$ cat config.mk
export PLATFORM = sky130hd
export DESIGN_NAME = pad_dispatcher
export DESIGN_NICKNAME = d
export VERILOG_FILES = /design/src/include/pad_pkg.sv /design/src/core/pad_sync.sv /design/src/core/pad_preset_mem.sv /design/src/core/pad_dispatcher.sv
export SDC_FILE = /design/constraint.sdc
export NUM_CORES = 1
export LEC_CHECK = 0
export BUFFER_PORTS_ARGS = -buffer_cell sky130_fd_sc_hd__buf_2
export CAP_MARGIN = 40
export CORE_UTILIZATION = 45
export CTS_CLUSTER_DIAMETER = 60
export CTS_CLUSTER_SIZE = 25
export DETAILED_ROUTE_END_ITERATION = 8
export GPL_TIMING_DRIVEN = 0
export HOLD_SLACK_MARGIN = 0.12
export PLACE_DENSITY = 0.65
export SETUP_SLACK_MARGIN = 0.5
export SYNTH_ARGS = -nofsm -noshare
export SYNTH_HDL_FRONTEND = slang
export SYNTH_SLANG_ARGS = --single-unit
$ cat constraint.sdc
create_clock -name clk_sys -period 1.6 [get_ports clk_sys]
set_input_delay 0.08 -clock clk_sys [delete_from_list [all_inputs] [get_ports clk_sys]]
set_output_delay 0.08 -clock clk_sys [all_outputs]
set_load 0.02 [all_outputs]
$ cat src/include/pad_pkg.sv
// Functional notes
// - Codes 0-2 drive outputs in logic mode
// - Code 4 gates power with hardware enable
// - Unprogrammed code 4: hardware enable alone
// - Codes 5/6 jog reverse/forward when enabled
// - Both jog directions active: stop motor
// - Code 8 true stops the motor
// - Code 18 permits jogging, false inhibits
// - Code 19 true raises logic fault
// - Code 20 follows forward motion enable
// - Code 21 follows reverse motion enable
// - Code 22 selects accel group two
// - Code 23 resets once per rising edge
// - Code 24 picks preset table or source
// - Defaults: command source, first preset entry
// - Codes 25-27 drive preset index bits
// - Unprogrammed index bits held at zero
package pad_pkg;
  localparam int ACT_W = 8;
  localparam int NUM_ACT = 28;
  localparam logic [ACT_W-1:0] ACT_LIMIT = 8'h1C;
  localparam int ACT_DOUT1 = 0;
  localparam int ACT_DOUT2 = 1;
  localparam int ACT_RELAY1 = 2;
  localparam int ACT_DRV_EN = 4;
  localparam int ACT_JOG_REV = 5;
  localparam int ACT_JOG_FWD = 6;
  localparam int ACT_STOP = 8;
  localparam int ACT_JOG_EN = 18;
  localparam int ACT_FAULT = 19;
  localparam int ACT_FWD_EN = 20;
  localparam int ACT_REV_EN = 21;
  localparam int ACT_ACC_GRP = 22;
  localparam int ACT_RESET = 23;
  localparam int ACT_PRESET = 24;
  localparam int ACT_IDX0 = 25;
  localparam int IDX_W = 3;
  localparam int SRC_SEL_W = 4;
  localparam logic [SRC_SEL_W-1:0] SRC_SEL_LOGIC = 4'h1;
  localparam int SPEED_W = 16;
  localparam int PRESET_AW = 4;
  localparam logic [SPEED_W-1:0] RST_SPEED = 16'h0000;
  localparam logic [NUM_ACT-1:0] RST_ACT = 28'h0000000;

  typedef struct packed {
    logic valid;
    logic [ACT_W-1:0] code;
    logic cond;
  } pad_rule_res_t;

  typedef struct packed {
    logic drive_en;
    logic jog_fwd;
    logic jog_rev;
    logic stop;
    logic fwd_en;
    logic rev_en;
    logic acc_grp2;
  } pad_motion_t;

  localparam pad_motion_t RST_MOTION = 7'h00;
endpackage

$ cat src/core/pad_sync.sv
`timescale 1ns/1ps
`default_nettype none
module pad_sync #(
  parameter int W = 1
) (
  input wire logic clk_sys,
  input wire logic arst_n,
  input wire logic [W-1:0] async_in,
  output logic [W-1:0] sync_q
);
  logic [W-1:0] meta_q;

  // First stage feeds only the second
  always_ff @(posedge clk_sys or negedge arst_n) begin
    if (!arst_n) begin
      meta_q <= '0;
      sync_q <= '0;
    end else begin
      meta_q <= async_in;
      sync_q <= meta_q;
    end
  end
endmodule
`default_nettype wire

$ cat src/core/pad_preset_mem.sv
`timescale 1ns/1ps
`default_nettype none
module pad_preset_mem #(
  parameter int AW = 4,
  parameter int W = 16
) (
  input wire logic clk_sys,
  input wire logic arst_n,
  input wire logic wr_en,
  input wire logic [AW-1:0] wr_addr,
  input wire logic [W-1:0] wr_data,
  input wire logic [AW-1:0] rd_addr,
  output logic [W-1:0] rd_data_q
);
  logic [W-1:0] mem [0:(1<<AW)-1];

  // Array has no reset; configuration loads it
  always_ff @(posedge clk_sys) begin
    if (wr_en) begin
      mem[wr_addr] <= wr_data;
    end
  end

  always_ff @(posedge clk_sys or negedge arst_n) begin
    if (!arst_n) begin
      rd_data_q <= '0;
    end else begin
      rd_data_q <= mem[rd_addr];
    end
  end
endmodule
`default_nettype wire

$ cat src/core/pad_dispatcher.sv
`timescale 1ns/1ps
`default_nettype none
module pad_dispatcher (
  input wire logic clk_sys,
  input wire logic arst_n,
  input wire pad_pkg::pad_rule_res_t rule_res,
  input wire logic scan_done,
  input wire logic [pad_pkg::SRC_SEL_W-1:0] digital_out1_source_sel,
  input wire logic [pad_pkg::SRC_SEL_W-1:0] digital_out2_source_sel,
  input wire logic [pad_pkg::SRC_SEL_W-1:0] relay_out1_source_sel,
  input wire logic hardware_enable_input,
  input wire logic external_trip_config,
  input wire logic [pad_pkg::SPEED_W-1:0] jog_speed_setting,
  input wire logic [pad_pkg::SPEED_W-1:0] cmd_speed_ref,
  input wire logic preset_wr_en,
  input wire logic [pad_pkg::PRESET_AW-1:0] preset_wr_addr,
  input wire logic [pad_pkg::SPEED_W-1:0] preset_wr_data,
  output logic digital_out1_q,
  output logic digital_out2_q,
  output logic relay_out1_q,
  output logic [2:0] out_owned_q,
  output pad_pkg::pad_motion_t motion_q,
  output logic [pad_pkg::SPEED_W-1:0] jog_speed_q,
  output logic logic_fault_q,
  output logic trip_conflict_q,
  output logic reset_req_q,
  output logic speed_from_preset_q,
  output logic [pad_pkg::IDX_W-1:0] preset_index_q,
  output logic [pad_pkg::SPEED_W-1:0] speed_ref_q
);
  import pad_pkg::*;

  logic [NUM_ACT-1:0] hit_vec;
  logic [NUM_ACT-1:0] acc_cond_q;
  logic [NUM_ACT-1:0] acc_prog_q;
  logic [NUM_ACT-1:0] nxt_cond;
  logic [NUM_ACT-1:0] nxt_prog;
  logic [NUM_ACT-1:0] act_cond_q;
  logic [NUM_ACT-1:0] act_prog_q;
  logic hw_en_s;
  logic jog_allow;
  logic jog_f;
  logic jog_r;
  logic jog_clash;
  logic use_preset;
  logic [IDX_W-1:0] idx;
  logic [SPEED_W-1:0] preset_rd;
  pad_motion_t motion_d;

  // Enable pin comes from outside the clock domain
  pad_sync #(
    .W(1)
  ) u_en_sync (
    .clk_sys(clk_sys),
    .arst_n(arst_n),
    .async_in(hardware_enable_input),
    .sync_q(hw_en_s)
  );

  // Decode one evaluated rule; codes 28 and up pass by
  always_comb begin
    hit_vec = '0;
    if (rule_res.valid && (rule_res.code < ACT_LIMIT)) begin
      hit_vec = NUM_ACT'(1) << rule_res.code[4:0];
    end
    // Several rules on one action are ORed
    nxt_prog = acc_prog_q | hit_vec;
    nxt_cond = acc_cond_q | (rule_res.cond ? hit_vec : '0);
  end

  // Scan accumulator; a rule in the done cycle still counts
  always_ff @(posedge clk_sys or negedge arst_n) begin
    if (!arst_n) begin
      acc_cond_q <= RST_ACT;
      acc_prog_q <= RST_ACT;
    end else if (scan_done) begin
      acc_cond_q <= RST_ACT;
      acc_prog_q <= RST_ACT;
    end else begin
      acc_cond_q <= nxt_cond;
      acc_prog_q <= nxt_prog;
    end
  end

  // Whole scan applied at once, so actions never see half a scan
  always_ff @(posedge clk_sys or negedge arst_n) begin
    if (!arst_n) begin
      act_cond_q <= RST_ACT;
      act_prog_q <= RST_ACT;
    end else if (scan_done) begin
      act_cond_q <= nxt_cond;
      act_prog_q <= nxt_prog;
    end
  end

  // Rising edge seen across scans gives one request
  always_ff @(posedge clk_sys or negedge arst_n) begin
    if (!arst_n) begin
      reset_req_q <= 1'b0;
    end else begin
      reset_req_q <= scan_done && nxt_cond[ACT_RESET] && !act_cond_q[ACT_RESET];
    end
  end

  // Discrete outputs only when their source selects logic mode
  always_ff @(posedge clk_sys or negedge arst_n) begin
    if (!arst_n) begin
      digital_out1_q <= 1'b0;
      digital_out2_q <= 1'b0;
      relay_out1_q <= 1'b0;
      out_owned_q <= 3'h0;
    end else begin
      out_owned_q[0] <= (digital_out1_source_sel == SRC_SEL_LOGIC);
      out_owned_q[1] <= (digital_out2_source_sel == SRC_SEL_LOGIC);
      out_owned_q[2] <= (relay_out1_source_sel == SRC_SEL_LOGIC);
      digital_out1_q <= (digital_out1_source_sel == SRC_SEL_LOGIC) &&
                        act_cond_q[ACT_DOUT1];
      digital_out2_q <= (digital_out2_source_sel == SRC_SEL_LOGIC) &&
                        act_cond_q[ACT_DOUT2];
      relay_out1_q <= (relay_out1_source_sel == SRC_SEL_LOGIC) &&
                      act_cond_q[ACT_RELAY1];
    end
  end

  // Motion controls
  always_comb begin
    // Unprogrammed jog enable leaves jogging allowed
    jog_allow = !act_prog_q[ACT_JOG_EN] || act_cond_q[ACT_JOG_EN];
    jog_f = act_cond_q[ACT_JOG_FWD] && jog_allow;
    jog_r = act_cond_q[ACT_JOG_REV] && jog_allow;
    jog_clash = jog_f && jog_r;
    motion_d.drive_en = hw_en_s &&
                        (!act_prog_q[ACT_DRV_EN] || act_cond_q[ACT_DRV_EN]);
    motion_d.jog_fwd = jog_f && !jog_clash;
    motion_d.jog_rev = jog_r && !jog_clash;
    motion_d.stop = act_cond_q[ACT_STOP] || jog_clash;
    // Unprogrammed direction enables leave motion allowed
    motion_d.fwd_en = !act_prog_q[ACT_FWD_EN] || act_cond_q[ACT_FWD_EN];
    motion_d.rev_en = !act_prog_q[ACT_REV_EN] || act_cond_q[ACT_REV_EN];
    motion_d.acc_grp2 = act_prog_q[ACT_ACC_GRP] && act_cond_q[ACT_ACC_GRP];
  end

  always_ff @(posedge clk_sys or negedge arst_n) begin
    if (!arst_n) begin
      motion_q <= RST_MOTION;
      jog_speed_q <= RST_SPEED;
    end else begin
      motion_q <= motion_d;
      jog_speed_q <= jog_speed_setting;
    end
  end

  // Fault and trip configuration check
  always_ff @(posedge clk_sys or negedge arst_n) begin
    if (!arst_n) begin
      logic_fault_q <= 1'b0;
      trip_conflict_q <= 1'b0;
    end else begin
      logic_fault_q <= act_prog_q[ACT_FAULT] && act_cond_q[ACT_FAULT];
      // Flag only; the configuration must resolve it
      trip_conflict_q <= act_prog_q[ACT_FAULT] && external_trip_config;
    end
  end

  // Index bits default to zero when not programmed
  always_comb begin
    for (int i = 0; i < IDX_W; i++) begin
      idx[i] = act_prog_q[ACT_IDX0+i] && act_cond_q[ACT_IDX0+i];
    end
    use_preset = act_prog_q[ACT_PRESET] && act_cond_q[ACT_PRESET];
  end

  pad_preset_mem #(
    .AW(PRESET_AW),
    .W(SPEED_W)
  ) u_preset (
    .clk_sys(clk_sys),
    .arst_n(arst_n),
    .wr_en(preset_wr_en),
    .wr_addr(preset_wr_addr),
    .wr_data(preset_wr_data),
    .rd_addr({{(PRESET_AW-IDX_W){1'b0}}, idx}),
    .rd_data_q(preset_rd)
  );

  // Preset path costs one cycle of table read latency
  always_ff @(posedge clk_sys or negedge arst_n) begin
    if (!arst_n) begin
      speed_from_preset_q <= 1'b0;
      preset_index_q <= '0;
      speed_ref_q <= RST_SPEED;
    end else begin
      speed_from_preset_q <= use_preset;
      preset_index_q <= idx;
      speed_ref_q <= speed_from_preset_q ? preset_rd : cmd_speed_ref;
    end
  end
endmodule
`default_nettype wire

; After elaboration in Yosys (flattened, before gate mapping)
; Memories as Yosys holds them, arrays and structs flattened. A register that Yosys moved wholly into a read port is not among the register bits.
; Cells that the tools add are included.
[classes]
addsub = 0
n_mul = 0
n_div = 0
order_cmp = 1
n_eq_ne = 3
shifts = 1
mux = 7
n_bitwise = 2
n_reduce_logical = 31
[op_table]
columns = cell, count
row1 = two-way mux 28 bit, 4
row2 = bitwise OR 28 bit, 2
row3 = "left shift 1 x 5 -> 28 bit, first input constant", 1
row4 = logical AND 1 bit, 19
row5 = two-way mux 16 bit, 1
row6 = "== test 4 x 1 -> 1 bit, second input constant", 3
row7 = "< comparator 8 x 5 -> 1 bit, second input constant", 1
row8 = logical NOT 1 bit, 7
row9 = logical OR 1 bit, 5
row10 = two-way mux 1 bit, 2
[word_totals]
regBits = 166
latch_bits = 0
ramBits = 256
rom_bits = 0
inputBits = 80
out_inout_bits = 52
wordCells = 70
mem_count = 1
[memory_table]
columns = memory, words, width, read_ports, rd_clocked_by_memory_dff, write_ports, line_no
row1 = u_preset.mem, 16, 16, 1, 1, 1, pad_preset_mem.sv:15  ; logic [W-1:0] mem [0:(1<<AW)-1];

; Longest topological paths before layout
[logic_depth]
word_depth = 7
ltp_mapped = 6

; Hierarchy
; From an unflattened synthesis, not the netlist that was laid out.
[hier_totals]
hier_cells = 743
area_unflattened_um2 = 14156.1
[by_module_without_submodules]
columns = mod, instances, cells_per_inst, area_each_um2
row1 = pad_preset_mem, 1, 432, 10122.2
row2 = pad_dispatcher, 1, 309, 3983.8
row3 = pad_sync, 1, 2, 50.0

; Least setup slack after synthesis
; OpenSTA, ideal clock, no wires.
[synth_path]
path_kind = in2reg
from = in preset_wr_addr[2] in the netlist's numbering
to = mem u_preset.mem[0][0], enable pin
setup_ps = 409
arrival_ps = 1727
t_required_ps = 1191
setup_slack_ps = -537
stages = 2
n_path_buf = 0
cell_sequence = or3b_2 nor3_1
[synth_lines]
columns = element, line_no
row1 = "start, declared", pad_dispatcher.sv:16  ; input wire logic [pad_pkg::PRESET_AW-1:0] preset_wr_addr,
row2 = "end, declared", pad_preset_mem.sv:15
; No word-level cell before the write port.

; Final worst setup path
[layout_path]
from = reg act_prog_q[25]
to = reg u_preset.rd_data_q[7], read port of u_preset.mem
[layout_between]
elab_chain_cells = 1
[layout_rtl]
columns = element, line_no
row1 = "start, declared", pad_dispatcher.sv:39  ; logic [NUM_ACT-1:0] act_prog_q;
row2 = "start signal, assigned", pad_dispatcher.sv:92  ; act_prog_q <= nxt_prog;
row3 = logical AND 1 bit, pad_dispatcher.sv:168  ; idx[i] = act_prog_q[ACT_IDX0+i] && act_cond_q[ACT_IDX0+i];
row4 = "end, declared", pad_preset_mem.sv:13  ; output logic [W-1:0] rd_data_q
; Every way passes these cells.
; A chain may end at the register's enable or synchronous reset.

==> flow_summary.ini <==
[power]
pwr-share-seq_pct = 54.1
power_switching_uw = 3110
ir_worst_vdd_v = 0.000828
pwr-share-clk_pct = 38.9
p_int_uw = 9880
p_leak_uw = 0.00553
combPwrFrac_pct = 6.9
cellPowerDensity_nw_per_um2 = 929
switching_share_pct = 24.0

[placed_design]
gp_congestion = 0.806
detailedPlacementHpwl_um = 14700
dpl.cell_count = 1015
dpl-instance-area_um2 = 11100
portBuffers = 129

[cts]
cts.clk_slew.worst_paths_ns = 0.09
cts-htree-levels = 1
clock_sinks = 252
cts_tree = built
cts_inserted_buffers = 19
clock_latency_ns = 0.53
clockBufferDepth = 3
clock-root-buffer = clkbuf_16

[logic_synthesis]
yosys_warnings = 0
synth_seq_cells = 252
syn_area_um2 = 9430
netlist_instances = 615
synthArstFlopShare_pct = 49.2
yosys-top-cells-area = edfxtp_1 41%, dfrtp_1 33%, and3_1 4.2%
syn_area_per_cell_um2 = 15.3
yosysTopAreaCellShare_pct = 40.7
synth_seq_area_share_pct = 73.6
syn_nets = 695
synth_cell_types = 44
synth_top_area_cell = edfxtp_1
ys.flop_type = edfxtp_1
synth_edf_count = 128

[drt]
drt_iter0_markers = 390
drc = 0
vias = 6509
avgViaCountPerCell = 5.66
drt_first_pass_iters = 5
routed_wl_um = 25600
routedWlPerCell_um = 22.2
ant_nets = 0

[floorplan]
io_pins = 132
core-area_um2 = 20400
dieArea_um2 = 21500
core.rowCount = 52
die_h_um = 147
start_util_pct = 46.3
die_w_um = 147

[timing]
finalHoldViolCount = 0
setup_violations = 0
worstMarginPinSlew_ns = 0.649
fin_crit_sh_pct = 99.5
slew_viol_final = 0
finalSetupTns_ns = 0
relSlewSlack_pct = 56.7
rsz0062_at_grt = true
skew_ns = 0.0148
min_period_ns = 1.59
fmax_ghz = 0.628

[setup_path]
cp-end-kind = register
rrSetupSlack_ns = 0.009
critPathKind = reg2reg
worstPathRequired_ns = 1.98
start_kind = register
crit_fanout = 6
reg2regPathDepth = 5
r2r_end = u_preset.rd_data_q[7]$_DFF_PN0_
r2r_start = act_prog_q[25]$_DFFE_PN0P_
arrival_ns = 1.97

[finish]
fin_cells = 1149
seqCellArea_um2 = 6950
multi_input_area_um2 = 3390
layout_commonest_cell = edfxtp_1
syn_to_final_growth_pct = 48.2
final_nets = 946
antenna_cells = 0
final_cell_mix = 128 x edfxtp_1, 118 x dfrtp_1, 81 x buf_2
drive_gt1_share_pct = 41.9
final_area_um2 = 14000
n_fill_cell = 1323

[grt]
grt_pass1_vias = 6933
grtUsageTotal_pct = 23.5
globalRoute.totalOverflow = 0
antenna_found_initial = 0
grt_pass1_wl_um = 38600
grt_max_degree = 75

[run_status]
status = completed

[run]
maxCapViolCount = 0

[worst_hold_path]
hold_path_class = in2async
## power by group through the flow
stage               Sequential [uW]  Combinational [uW]  Clock, uW
finish                         7030                 900       5060
global route                   7050                 960       5410
CTS                            7030                 856       5140
detailed placement             7150                 625          0
global placement               7140                 592          0
floorplan                      7200                 203          0
## cell type report
class,count,area share (%)
inverters,8,0.322
multi-input cells,315,24.2
clock inverters,14,1.21
flip-flops and latches,252,49.7
plain buffers,40,3.56
repair buffers,230,15.0
well taps,270,2.42
clock buffers,20,3.50
## how the worst max path moves through the flow
stage	from	end	slack (ns)	depth (start not counted)
finish	act_prog_q[25]$_DFFE_PN0P_	u_preset.rd_data_q[7]$_DFF_PN0_	0.009	5
global route	act_cond_q[25]$_DFFE_PN0P_	u_preset.rd_data_q[4]$_DFF_PN0_	0.01	4
CTS	act_prog_q[25]$_DFFE_PN0P_	u_preset.rd_data_q[7]$_DFF_PN0_	0.07	5
detailed placement	act_cond_q[27]$_DFFE_PN0P_	u_preset.rd_data_q[5]$_DFF_PN0_	-0.34	4
global placement	arst_n	speed_from_preset_q$_DFF_PN0_	-1.22	1
floorplan	preset_wr_addr[2]	u_preset.mem[0][0]$_DFFE_PP_	0.19	2
## repair_timing
action	in CTS	in global routing
gates cloned	4	4
gates resized for setup	200	78
pin swaps	22	25
hold endpoints to repair	366	22
setup buffers	11	3
endpoints found under the setup margin	115	135
hold buffers	77	1
## stage by stage
| step | total power (uW) | hold WS (ns) | util [%] | setup WS, ns |
|---|---|---|---|---|
| 2_1_floorplan | 7400 | -0.216 | - | 0.190 |
| 3_3_place_gp | 7730 | 0.187 | 54.3 | -1.22 |
| 3_5_place_dp | 7770 | 0.0607 | 54.5 | -0.344 |
| 4_1_cts | 13000 | 0.0563 | 66.6 | 0.0723 |
| 5_1_grt | 13400 | 0.0838 | 68.7 | 0.00955 |
| 6_report | 13000 | 0.0654 | 68.7 | 0.00857 |
## state kept, by name, summed over array words and instances (netlist names), 3 cells and up
signal / count
u_preset.rd_data_q: 16
motion_q: 7
acc_prog_q: 10
act_cond_q: 17
speed_ref_q: 16
jog_speed_q: 16
preset_index_q: 3
out_owned_q: 3
u_preset.mem: 128
acc_cond_q: 17
act_prog_q: 10
## Yosys cell counts, drive strengths merged, types with 3 or more instances
cell type / instances
edfxtp: 128
dfrtp: 124
and3: 64
a2111oi: 32
a211oi: 32
buf: 25
nor2: 25
mux2i: 19
mux2: 16
nand2: 16
nor4: 16
o2bb2ai: 16
clkbuf: 15
o21ai: 11
o31ai: 11
a21oi: 9
inv: 8
and2: 7
a41oi: 5
nand2b: 5
nand4: 5
nor4b: 4
a31oi: 3
nand3: 3
nor2b: 3
nor3: 3
## metal layers
| layer | GRT usage (%) | wire, um | vias up |
|---|---|---|---|
| li1 | - | - | 2912 |
| met4 | 6.61 | 483 | 0 |
| met5 | 0 | 0 | - |
| met2 | 41.5 | 13300 | 242 |
| met1 | 30.3 | 10500 | 3327 |
| met3 | 3.11 | 1230 | 28 |
## kinds of logic (layout without fill, tap and decap cells)
logic type | Yosys count | count (layout) | share of synthesized area, %
flip-flops | 252 | 252 | 73.6
AND/OR/NAND/NOR | 158 | 158 | 10.0
AO/OA/AOI/OAI | 122 | 122 | 9.88
buffers and inverters | 48 | 312 | 2.55
multiplexers | 35 | 35 | 3.93
## critical path, stage by stage (launching register included)
cell	delay [ns]
dfrtp_2	0.47
buf_8	0.17
clkbuf_16	0.16
and3_4	0.18
a211oi_2	0.04
nor4_2	0.42
Power figures use the tool's default switching activity.
